==> src/pkg/cmc_pkg.sv <==
// constants, types and timing counts for the transceiver mode control block
// How it works
// - mode select high or open gives Standby
// - normal mode, transmit high: drivers off
// - normal mode, transmit low: drivers on, dominant
// - dominant protection variant times out stuck transmit
// - standby ignores transmit, never drives bus
// - normal mode drives receive output both ways
// - standby before wake: receive output weakly high
// - after wake, receive output driven and toggling
// - standby drivers off, wake variant pulls down
// - unpowered leaves bus terminals fully passive
// - standby reports nothing except the wake report
// - wake logic runs on io supply alone
// - wake needs dominant, recessive, dominant within timeout
// - timeout shutdown recovers on transmit high
// - overtemperature recovery needs cool plus falling transmit
// - core undervoltage forces Standby, io undervoltage unpowers
package cmc_pkg;

	// ***********************************************************
	// clock and timing
	// ***********************************************************
	localparam int CLK_PERIOD_NS    = 10;                 // mclk period
	localparam int DOM_TIMEOUT_US   = 1000;               // dominant_timeout_time
	localparam int DOM_TIMEOUT_CYC  = DOM_TIMEOUT_US * 1000 / CLK_PERIOD_NS;
	localparam int WAKE_FILTER_NS   = 500;                // least level time per wake event
	localparam int WAKE_FILTER_CYC  = (WAKE_FILTER_NS + CLK_PERIOD_NS - 1) / CLK_PERIOD_NS;
	localparam int WAKE_TIMEOUT_US  = 1000;               // longest time for all three events
	localparam int WAKE_TIMEOUT_CYC = WAKE_TIMEOUT_US * 1000 / CLK_PERIOD_NS;

	// ***********************************************************
	// reset values
	// ***********************************************************
	localparam logic SYNC_RST_LEVEL = 1'h1;               // pins idle high (pull-ups)
	localparam logic RX_RST_LEVEL   = 1'h1;               // receive output idles high

	// ***********************************************************
	// types
	// ***********************************************************
	typedef enum logic [1:0] {
		CMC_NORMAL    = 2'b00,
		CMC_STANDBY   = 2'b01,
		CMC_UNPOWERED = 2'b10
	} cmc_mode_t;

	typedef enum logic [2:0] {
		CMC_WK_IDLE = 3'b000,
		CMC_WK_DOM1 = 3'b001,
		CMC_WK_REC2 = 3'b010,
		CMC_WK_DOM3 = 3'b011,
		CMC_WK_SEEN = 3'b100
	} cmc_wake_t;

	typedef struct packed {
		logic level;                                      // level to present on receive output
		logic drive;                                      // push-pull active for this word
	} cmc_rx_word_t;

endpackage

==> src/rtl/cmc_mode_control.sv <==
// transceiver mode control: mode select, driver control, wake-up and receive path
`timescale 1ns/1ns
module cmc_mode_control
	import cmc_pkg::*;
#(
	parameter bit DOM_PROTECT  = 1'b1,                   // variant with dominant protection
	parameter bit WAKE_SUPPORT = 1'b1,                   // variant with bus wake-up
	parameter int DOM_LIMIT    = DOM_TIMEOUT_CYC,        // dominant timeout in cycles
	parameter int WAKE_LIMIT   = WAKE_TIMEOUT_CYC,       // wake window in cycles
	parameter int FILT_LIMIT   = WAKE_FILTER_CYC         // wake event filter in cycles
)(
	input  wire logic mclk,                              // 100 MHz clock
	input  wire logic rst,                               // synchronous reset, high
	input  wire logic modeSelect,                        // high or open selects Standby
	input  wire logic txDataIn,                          // transmit data, low = dominant
	input  wire logic busDominant,                       // bus receiver, high = dominant
	input  wire logic overTemp,                          // above thermal_shutdown_level
	input  wire logic tempWarm,                          // above shutdown level minus hysteresis
	input  wire logic coreSupplyLow,                     // core supply undervoltage
	input  wire logic ioSupplyLow,                       // io_supply undervoltage
	input  wire logic rxReady,                           // receiver may take a word
	output logic      canHighDrive,                      // high-side driver on
	output logic      canLowDrive,                       // low-side driver on
	output logic      busBiasOn,                         // recessive bias active
	output logic      busPullDown,                       // weak pull to ground via bus_input_resistance
	output logic      rxDataOut,                         // receive data level
	output logic      rxDataOe                           // receive push-pull enabled
);

	// ***********************************************************
	// input synchronisers and mode
	// ***********************************************************
	logic      modeSync1;                                // first stage, read by modeSync2 only
	logic      modeSync2;                                // synchronised mode select
	logic      txSync1;                                  // first stage, read by txSync2 only
	logic      txSync2;                                  // synchronised transmit data
	logic      txPrev;                                   // previous transmit level
	cmc_mode_t modeReg;                                  // current operating mode
	cmc_mode_t next_mode;                                // decoded next mode

	// both pins settle high when open, so reset to the idle level
	always_ff @(posedge mclk)
	begin
		if (rst)
		begin
			modeSync1 <= SYNC_RST_LEVEL;
			modeSync2 <= SYNC_RST_LEVEL;
			txSync1   <= SYNC_RST_LEVEL;
			txSync2   <= SYNC_RST_LEVEL;
			txPrev    <= SYNC_RST_LEVEL;
		end
		else
		begin
			modeSync1 <= modeSelect;
			modeSync2 <= modeSync1;
			txSync1   <= txDataIn;
			txSync2   <= txSync1;
			txPrev    <= txSync2;
		end
	end

	// io loss beats core loss beats the pin
	assign next_mode = ioSupplyLow ? CMC_UNPOWERED :
	                   (coreSupplyLow || modeSync2) ? CMC_STANDBY :
	                   CMC_NORMAL;

	// mode register
	always_ff @(posedge mclk)
	begin
		if (rst)
			modeReg <= CMC_STANDBY;
		else
			modeReg <= next_mode;
	end

	wire isNormal  = (modeReg == CMC_NORMAL);            // normal mode decode
	wire isStandby = (modeReg == CMC_STANDBY);           // standby mode decode
	wire txFall    = txPrev && !txSync2;                 // transmit high-to-low edge

	// ***********************************************************
	// dominant timeout and overtemperature latch
	// ***********************************************************
	logic [$clog2(DOM_LIMIT+1)-1:0] domCnt;              // cycles transmit held low
	logic                           domTimedOut;         // drivers shut by timeout
	logic                           otLatch;             // drivers shut by overtemperature

	wire domHit = DOM_PROTECT && !txSync2 && (domCnt == ($bits(domCnt))'(DOM_LIMIT));

	// counter only runs while a dominant is being sent; a high clears it
	always_ff @(posedge mclk)
	begin
		if (rst || txSync2 || !isNormal)
			domCnt <= '0;
		else if (!domHit)
			domCnt <= domCnt + 1'b1;
	end

	// timeout latch: set on limit, cleared as soon as transmit returns high
	always_ff @(posedge mclk)
	begin
		if (rst)
			domTimedOut <= 1'b0;
		else if (domHit)
			domTimedOut <= 1'b1;
		else if (txSync2)
			domTimedOut <= 1'b0;
	end

	// overtemperature: a set in the same cycle as a recovery wins
	always_ff @(posedge mclk)
	begin
		if (rst)
			otLatch <= 1'b0;
		else if (overTemp)
			otLatch <= 1'b1;
		else if (!tempWarm && txFall)
			otLatch <= 1'b0;
	end

	// faults override transmit; standby and unpowered never drive
	wire driveOn = isNormal && !txSync2 && !domTimedOut && !otLatch;

	// ***********************************************************
	// wake-up detector, kept alive on the io supply alone
	// ***********************************************************
	cmc_wake_t                       wakeState;          // wake sequence state
	cmc_wake_t                       next_wake;          // next wake state
	logic [$clog2(FILT_LIMIT+1)-1:0] filtCnt;            // cycles in current level
	logic [$clog2(WAKE_LIMIT+1)-1:0] windowCnt;          // cycles since first dominant

	wire filtDone   = (filtCnt == ($bits(filtCnt))'(FILT_LIMIT));
	wire windowOut  = (windowCnt == ($bits(windowCnt))'(WAKE_LIMIT));
	wire wakeActive = WAKE_SUPPORT && isStandby;
	wire wakeSeen   = (wakeState == CMC_WK_SEEN);

	// the window guards against a stuck dominant raising a false wake
	always_comb
	begin
		next_wake = wakeState;
		case (wakeState)
			CMC_WK_IDLE: if (busDominant) next_wake = CMC_WK_DOM1;
			CMC_WK_DOM1: if (!busDominant) next_wake = filtDone ? CMC_WK_REC2 : CMC_WK_IDLE;
			CMC_WK_REC2: if (busDominant) next_wake = filtDone ? CMC_WK_DOM3 : CMC_WK_IDLE;
			CMC_WK_DOM3: if (filtDone) next_wake = CMC_WK_SEEN;
			             else if (!busDominant) next_wake = CMC_WK_IDLE;
			CMC_WK_SEEN: next_wake = CMC_WK_SEEN;
			default:     next_wake = CMC_WK_IDLE;
		endcase
		if (windowOut && wakeState != CMC_WK_SEEN)
			next_wake = CMC_WK_IDLE;
	end

	// wake state, filter and window counters
	always_ff @(posedge mclk)
	begin
		if (rst || !wakeActive)
		begin
			wakeState <= CMC_WK_IDLE;
			filtCnt   <= '0;
			windowCnt <= '0;
		end
		else
		begin
			wakeState <= next_wake;
			filtCnt   <= (next_wake != wakeState) ? '0 : (filtDone ? filtCnt : filtCnt + 1'b1);
			windowCnt <= (next_wake == CMC_WK_IDLE || windowOut) ? '0 : windowCnt + 1'b1;
		end
	end

	// ***********************************************************
	// receive path through a two-entry buffer
	// ***********************************************************
	cmc_rx_word_t bufMem [2];                            // buffer entries
	logic         wrIdx;                                 // write index
	logic         rdIdx;                                 // read index
	logic [1:0]   bufCount;                              // words held
	cmc_rx_word_t inWord;                                // word offered to the buffer

	// standby shows nothing but the wake report, held high until then
	assign inWord.drive = isNormal || (wakeActive && wakeSeen);
	assign inWord.level = inWord.drive ? !busDominant : RX_RST_LEVEL;

	wire bufInReady = (bufCount != 2'h2);                // stalls bus sampling when full
	wire bufOutVal  = (bufCount != 2'h0);
	wire push       = bufInReady;                        // a sample is offered every cycle
	wire pop        = bufOutVal && rxReady;

	// a stalled receiver holds the output; a word popped while the present mode forbids driving is dropped
	always_ff @(posedge mclk)
	begin
		if (rst)
		begin
			wrIdx    <= 1'b0;
			rdIdx    <= 1'b0;
			bufCount <= 2'h0;
		end
		else
		begin
			if (push)
			begin
				bufMem[wrIdx] <= inWord;
				wrIdx         <= ~wrIdx;
			end
			if (pop)
				rdIdx <= ~rdIdx;
			bufCount <= bufCount + {1'b0, push} - {1'b0, pop};
		end
	end

	// ***********************************************************
	// output registers
	// ***********************************************************
	always_ff @(posedge mclk)
	begin
		if (rst)
		begin
			canHighDrive <= 1'b0;
			canLowDrive  <= 1'b0;
			busBiasOn    <= 1'b0;
			busPullDown  <= 1'b0;
			rxDataOut    <= RX_RST_LEVEL;
			rxDataOe     <= 1'b0;
		end
		else
		begin
			canHighDrive <= driveOn;
			canLowDrive  <= driveOn;
			busBiasOn    <= isNormal;
			busPullDown  <= isStandby && WAKE_SUPPORT;
			// a word buffered before a mode change must not drive the pin
			// once the present mode forbids it, so release at once
			if (!inWord.drive)
			begin
				rxDataOut <= RX_RST_LEVEL;
				rxDataOe  <= 1'b0;
			end
			else if (pop)
			begin
				rxDataOut <= bufMem[rdIdx].level;
				rxDataOe  <= bufMem[rdIdx].drive;
			end
		end
	end
endmodule

==> config.mk <==
export PLATFORM = sky130hd
export DESIGN_NAME = cmc_mode_control
export DESIGN_NICKNAME = d
export VERILOG_FILES = /design/src/pkg/cmc_pkg.sv /design/src/rtl/cmc_mode_control.sv
export SDC_FILE = /design/constraint.sdc
export NUM_CORES = 1
export LEC_CHECK = 0
export ABC_CLOCK_PERIOD_IN_PS = 1850
export BUFFER_PORTS_ARGS = -buffer_cell sky130_fd_sc_hd__buf_2
export CORE_MARGIN = 2
export CORE_UTILIZATION = 40
export CTS_BUF_LIST = sky130_fd_sc_hd__clkbuf_8
export CTS_CLUSTER_DIAMETER = 100
export DETAILED_ROUTE_END_ITERATION = 6
export PLACE_DENSITY_LB_ADDON = 0.25
export SLEW_MARGIN = 20
export SYNTH_ARGS = -nofsm -noshare
export SYNTH_HDL_FRONTEND = slang
export SYNTH_SLANG_ARGS = --single-unit
export TNS_END_PERCENT = 10
==> constraint.sdc <==
create_clock -name mclk -period 1.85 [get_ports mclk]
set_clock_uncertainty 0.05 [all_clocks]
set_input_delay 0.2775 -clock mclk [delete_from_list [all_inputs] [get_ports mclk]]
set_output_delay 0.2775 -clock mclk [all_outputs]
set_load 0.1 [all_outputs]
Word level (Yosys, flattened, before mapping):

Memory sizes are Yosys's and may differ from the RTL's. A register that Yosys moved wholly into a read port is not among the register bits.
Cells that the tools add are included.

* equality and inequality tests: 11
* multiplexer cells: 19
* bitwise logic cells: 3
* reduce and logical (&&, ||, !) cells: 31
* add/subtract/negate cells: 5

Operator list (count)
* adder 17 x 1 -> 17 bit, second input constant: 2
* equality test 17 bit, second input constant: 2
* two-way mux 3 bit: 6
* case mux 3 bit (5 select lines): 1
* logical AND 1 bit: 9
* two-way mux 1 bit: 9
* zero test 1 bit: 7
* adder 6 x 1 -> 6 bit, second input constant: 1
* equality test 3 x 2 -> 1 bit, second input constant: 2
* equality test 6 bit, second input constant: 1
* zero test 3 bit: 2
* logical OR 1 bit: 6
* two-way mux 2 bit: 3
* nonzero test 2 bit: 3
* OR reduction 2 bit: 3
* equality test 3 x 1 -> 1 bit, second input constant: 1
* equality test 3 bit, second input constant: 1
* != test 3 bit: 1
* != test 3 bit, second input constant: 1
* NOT 1 bit: 3
* adder 2 x 1 -> 2 bit: 1
* equality test 2 x 1 -> 1 bit, second input constant: 1
* zero test 2 bit: 1
* != test 2 bit, second input constant: 1
* subtractor 2 x 1 -> 2 bit: 1

* register bits after elaboration: 59
* RAM bits: 4
* output and inout bits: 6
* memories: 1
* word-level logic and storage cells: 88
* input bits: 10

Memory list
* bufMem: depth 2, width 2, read ports 1, clocked after Yosys merged registers in 1, write ports 1, line cmc_mode_control.sv:173 `cmc_rx_word_t bufMem [2];`

Logic depth before layout (Yosys ltp):

* depth in word-level cells: 8
* depth in mapped cells: 8
* gate-level depth less buffers: 8

Least setup slack after synthesis:

No wires, ideal clock.

* path kind: register to register
* start point: reg windowCnt[0]
* end point: reg windowCnt[16]
* setup slack: 157 ps
* data required time: 1714 ps
* path buffers: 0
* setup time: 86 ps
* arrival: 1558 ps
* stages on the path, launching flop included: 6
* clock period less this slack: 1693 ps
* cell sequence: dfxtp_1 > ha_1 > nand4_1 > or2_0 > or3_1 > a211oi_1

* cells in the longest elaborated chain, start to end: 6
* elaborated cells between the ends (all ways): 7
* classes of those cells: 1 x add/sub; 1 x eq/ne; 1 x mux; 4 x reduce/logical

Ends and longest elaborated chain
* start, declared: line cmc_mode_control.sv:129 `logic [$clog2(WAKE_LIMIT+1)-1:0] windowCnt;`
* start signal, assigned: line cmc_mode_control.sv:166 `windowCnt <= (next_wake == CMC_WK_IDLE || windowOut) ? '0 : windowCnt + 1'b1;`
* equality test 17 bit: line cmc_mode_control.sv:132 `wire windowOut = (windowCnt == ($bits(windowCnt))'(WAKE_LIMIT));`
* logical AND 1 bit: line cmc_mode_control.sv:149 `if (windowOut && wakeState != CMC_WK_SEEN)`
* two-way mux 3 bit: line cmc_mode_control.sv:149
* zero test 3 bit: line cmc_mode_control.sv:166
* logical OR 1 bit: line cmc_mode_control.sv:166
* OR reduction 2 bit (no line)

Several ways; a longest one is shown, not always the timed one.
A chain may end at the register's enable or synchronous reset.

Worst setup path after layout:

* start point: reg windowCnt[3]
* end point: reg windowCnt[15]

The elaborated chain is that of the path after synthesis.

==> metrics.md <==
| Metric | Value |
|---|---|
| Status | finished clean |
| Initial Util | 41.6% |
| Router iterations before antenna repair | 4 |
| Yosys warnings | 0 |
| PnR worst setup slack | 0.140 ns |
| Syn Area/Cell | 9.40 um2 |
| CTS clk-pin slew, worst paths | 0.07 ns |
| RSZ-0062 raised after global routing | no |
| GRT Util Overall | 14.5% |
| Post-synth ARST share | 0% |
| CTS Buf Count | 9 |
| Final Slew Violations | 0 |
| Worst reg-to-reg path cell count | 4 |
| Clock Sink Count | 65 |
| CP Class | reg2reg |
| Rel. slew slack | 67.6% |
| Tmin final | 1.71 ns |
| Final setup viols | 0 |
| DP Worst Slack | 0.0144 ns |
| Worst Setup EP | windowCnt[15] |
| Startpoint types | register |
| Worst VDD drop | 0.000530 V |
| Root Buffer | clkbuf_8 |
| First-pass GRT wire length | 9760 um |
| Cts-stage hold buffer count | 0 |
| Internal power component | 2.34 mW |
| Flop pwr share | 49.5% |
| Final Hold Viols | 0 |
| DR iter-0 viols | 117 |
| Worst R2R Setup Slack | 0.14 ns |
| Worst hold path type | in2reg |
| DR vias/cell | 5.14 |
| Commonest non-fill, non-tap cell in the layout | dfxtp_1 |
| Vias in the first global route | 2,116 |
| Syn nets | 341 |
| Aggregate routed wire length | 5610 um |
| Max Cap Viol | 0 |
| Share of layout cells above drive strength 1 | 22.0% |
| CP arrival | 1.93 ns |
| Placement Rows | 31 |
| Area Growth Syn to Fin | 17.5% |
| CTS Buffer Depth | 2 |
| Die X-Extent | 91.1 um |
| I/O pin count | 16 |
| Most frequent cells in the layout | 60 x dfxtp_1, 25 x nor2_1, 24 x xnor2_1, 19 x nor3_1, 16 x inv_1 |
| Worst-margin pin slew | 0.489 ns |
| Core ar. | 7290 um2 |
| Post-DP HPWL | 3960 um |
| Nets | 372 |
| Postcts setup bufs | 0 |
| R2r startpoint | windowCnt[3] |
| Net switching power figure | 748 uW |
| Gate Count Post-Synth | 323 |
| Post-synth EDFFs | 4 |
| Clk pwr share | 41.2% |
| ANT nets after route | 0 |
| Total congestion overflow | 0 |
| Combinational Power Share | 9.2% |
| DR DRC count | 0 |
| H-tree Lvls | 3 |
| Ys flop type | dfxtp_1 |
| Clk_lat worst skew | 0.35 ns |
| Die height | 91.1 um |
| R2R Path End | windowCnt[15] |
| Ant. Diodes | 0 |
| P_leak | 1.19 nW |
| Synth cell types | 53 |
| Layout Utilization | 48.9% |
| Largest net degree at the start of global routing | 19 |
| Setup TNS | 0 ns |
| I/O Buffers | 15 |
| Req. time, crit path | 2.07 ns |
| Sequential fraction of the synthesis area | 44.2% |
| CTS tree | built |
| Sw Ratio | 24.3% |
| Crit. End Element | register |
| Final period utilization | 92.4% |
| F_max | 585 MHz |
| WL/cell | 12.3 um |
| Initial antenna violation count | 0 |
| Yosys reg bits | 65 |
| Via count | 2,353 |
| Pwr Density | 864 nW/um2 |
| Final Wtd Congestion | 0.799 |
| Critical Path Start | windowCnt[3] |
| CP Max Fanout | 7 |
| Cell area after synthesis | 3040 um2 |
| Die area | 8300 um2 |
[stage by stage]
step	instances	total power, mW	hold slack [ns]	area, um2
6_report	458	3.08	0.0588	3570
5_1_grt	458	3.21	0.0598	3570
3_3_place_gp	442	1.83	0.344	3300
3_5_place_dp	442	1.84	0.350	3300
2_1_floorplan	323	1.77	0.299	3040
4_1_cts	458	3.11	0.0529	3530
[how the worst min path moves through the flow]
stage                from     endpoint  slack [ns]  cells past startpoint
2_1_floorplan         rst  bufCount[0]        0.30                      1
3_3_place_gp      txSync1      txSync2        0.34                      1
3_5_place_dp      txSync1      txSync2        0.35                      1
4_1_cts        modeSelect    modeSync1        0.05                      2
5_1_grt        modeSelect    modeSync1        0.06                      2
6_report       modeSelect    modeSync1        0.06                      2
[cells by family after synthesis]
family	after synthesis	share of synthesized area [%]
adder cells (fa/ha/maj)	8	3.30
flip-flops	65	44.2
buffers and inverters	26	4.12
multiplexers	2	0.659
AO/OA/AOI/OAI	34	7.21
XOR/XNOR	36	10.4
AND/OR/NAND/NOR	152	30.2
[state kept, by name, indices dropped and copies added (netlist names), 2 cells and up]
| signal | cells |
|---|---|
| bufCount | 2 |
| domCnt | 17 |
| bufMem | 4 |
| wakeState | 3 |
| filtCnt | 6 |
| modeReg | 2 |
| windowCnt | 17 |
[routing by layer]
| metal | wire, um | global-route usage [%] | vias up |
|---|---|---|---|
| li1 | - | - | 1208 |
| met1 | 2720 | 19.5 | 1101 |
| met2 | 2580 | 21.7 | 34 |
| met3 | 192 | 2.74 | 10 |
| met4 | 127 | 8.71 | 0 |
| met5 | 0 | 0 | - |
[timing repair]
item                                    in CTS  in global routing
gates resized for setup                      3                  9
endpoints found under the setup margin       1                 12
endpoints found under the hold margin        0                  0
pin swaps                                    0                  1
[Yosys cell counts, types with 2 or more instances]
master	number	share of area, %
dfxtp_1	61	40
nor2_1	26	3.2
xnor2_1	24	6.9
nor3_1	19	3.1
inv_1	16	2.0
nand2_1	16	2.0
nand3_1	15	2.5
nor4_1	12	2.5
xor2_1	12	3.5
a21oi_1	10	1.6
nand4_1	10	2.1
nor3_2	10	3.3
ha_1	8	3.3
o21ai_0	8	1.3
or3_1	7	1.4
nor2b_1	6	1.2
clkbuf_1	5	0.62
edfxtp_1	4	4.0
nor4b_1	4	1.2
or2_2	4	0.82
a211oi_1	3	0.74
and4_1	3	0.87
buf_6	3	1.1
and3_1	2	0.41
mux2i_1	2	0.66
nor3b_1	2	0.49
nor4bb_1	2	0.66
o21ai_1	2	0.33
or2_1	2	0.41
or3b_1	2	0.58
[critical path, stage by stage, from the launching register on]
cell and delay, ns:
dfxtp_1 0.49, nand4_4 0.18, or3_4 0.37, or3_1 0.33, a211oi_2 0.21
[area by class of cell]
class | count | area [um2]
clock buffer | 12 | 165
clock inverter | 4 | 50.0
fill | 728 | 3720
inverter | 16 | 60.1
multi-input combinational | 232 | 1630
sequential | 65 | 1340
tap | 99 | 124
timing repair buffer | 30 | 200
[power by group through the flow]
| stage | sequential [mW] | clock (mW) | combinational [mW] |
|---|---|---|---|
| CTS | 1.53 | 1.30 | 0.285 |
| detailed placement | 1.56 | 0 | 0.283 |
| finish | 1.53 | 1.27 | 0.285 |
| floorplan | 1.58 | 0 | 0.188 |
| global route | 1.54 | 1.35 | 0.324 |
| global placement | 1.56 | 0 | 0.275 |
Note: power is estimated with default switching activity, not from simulation.
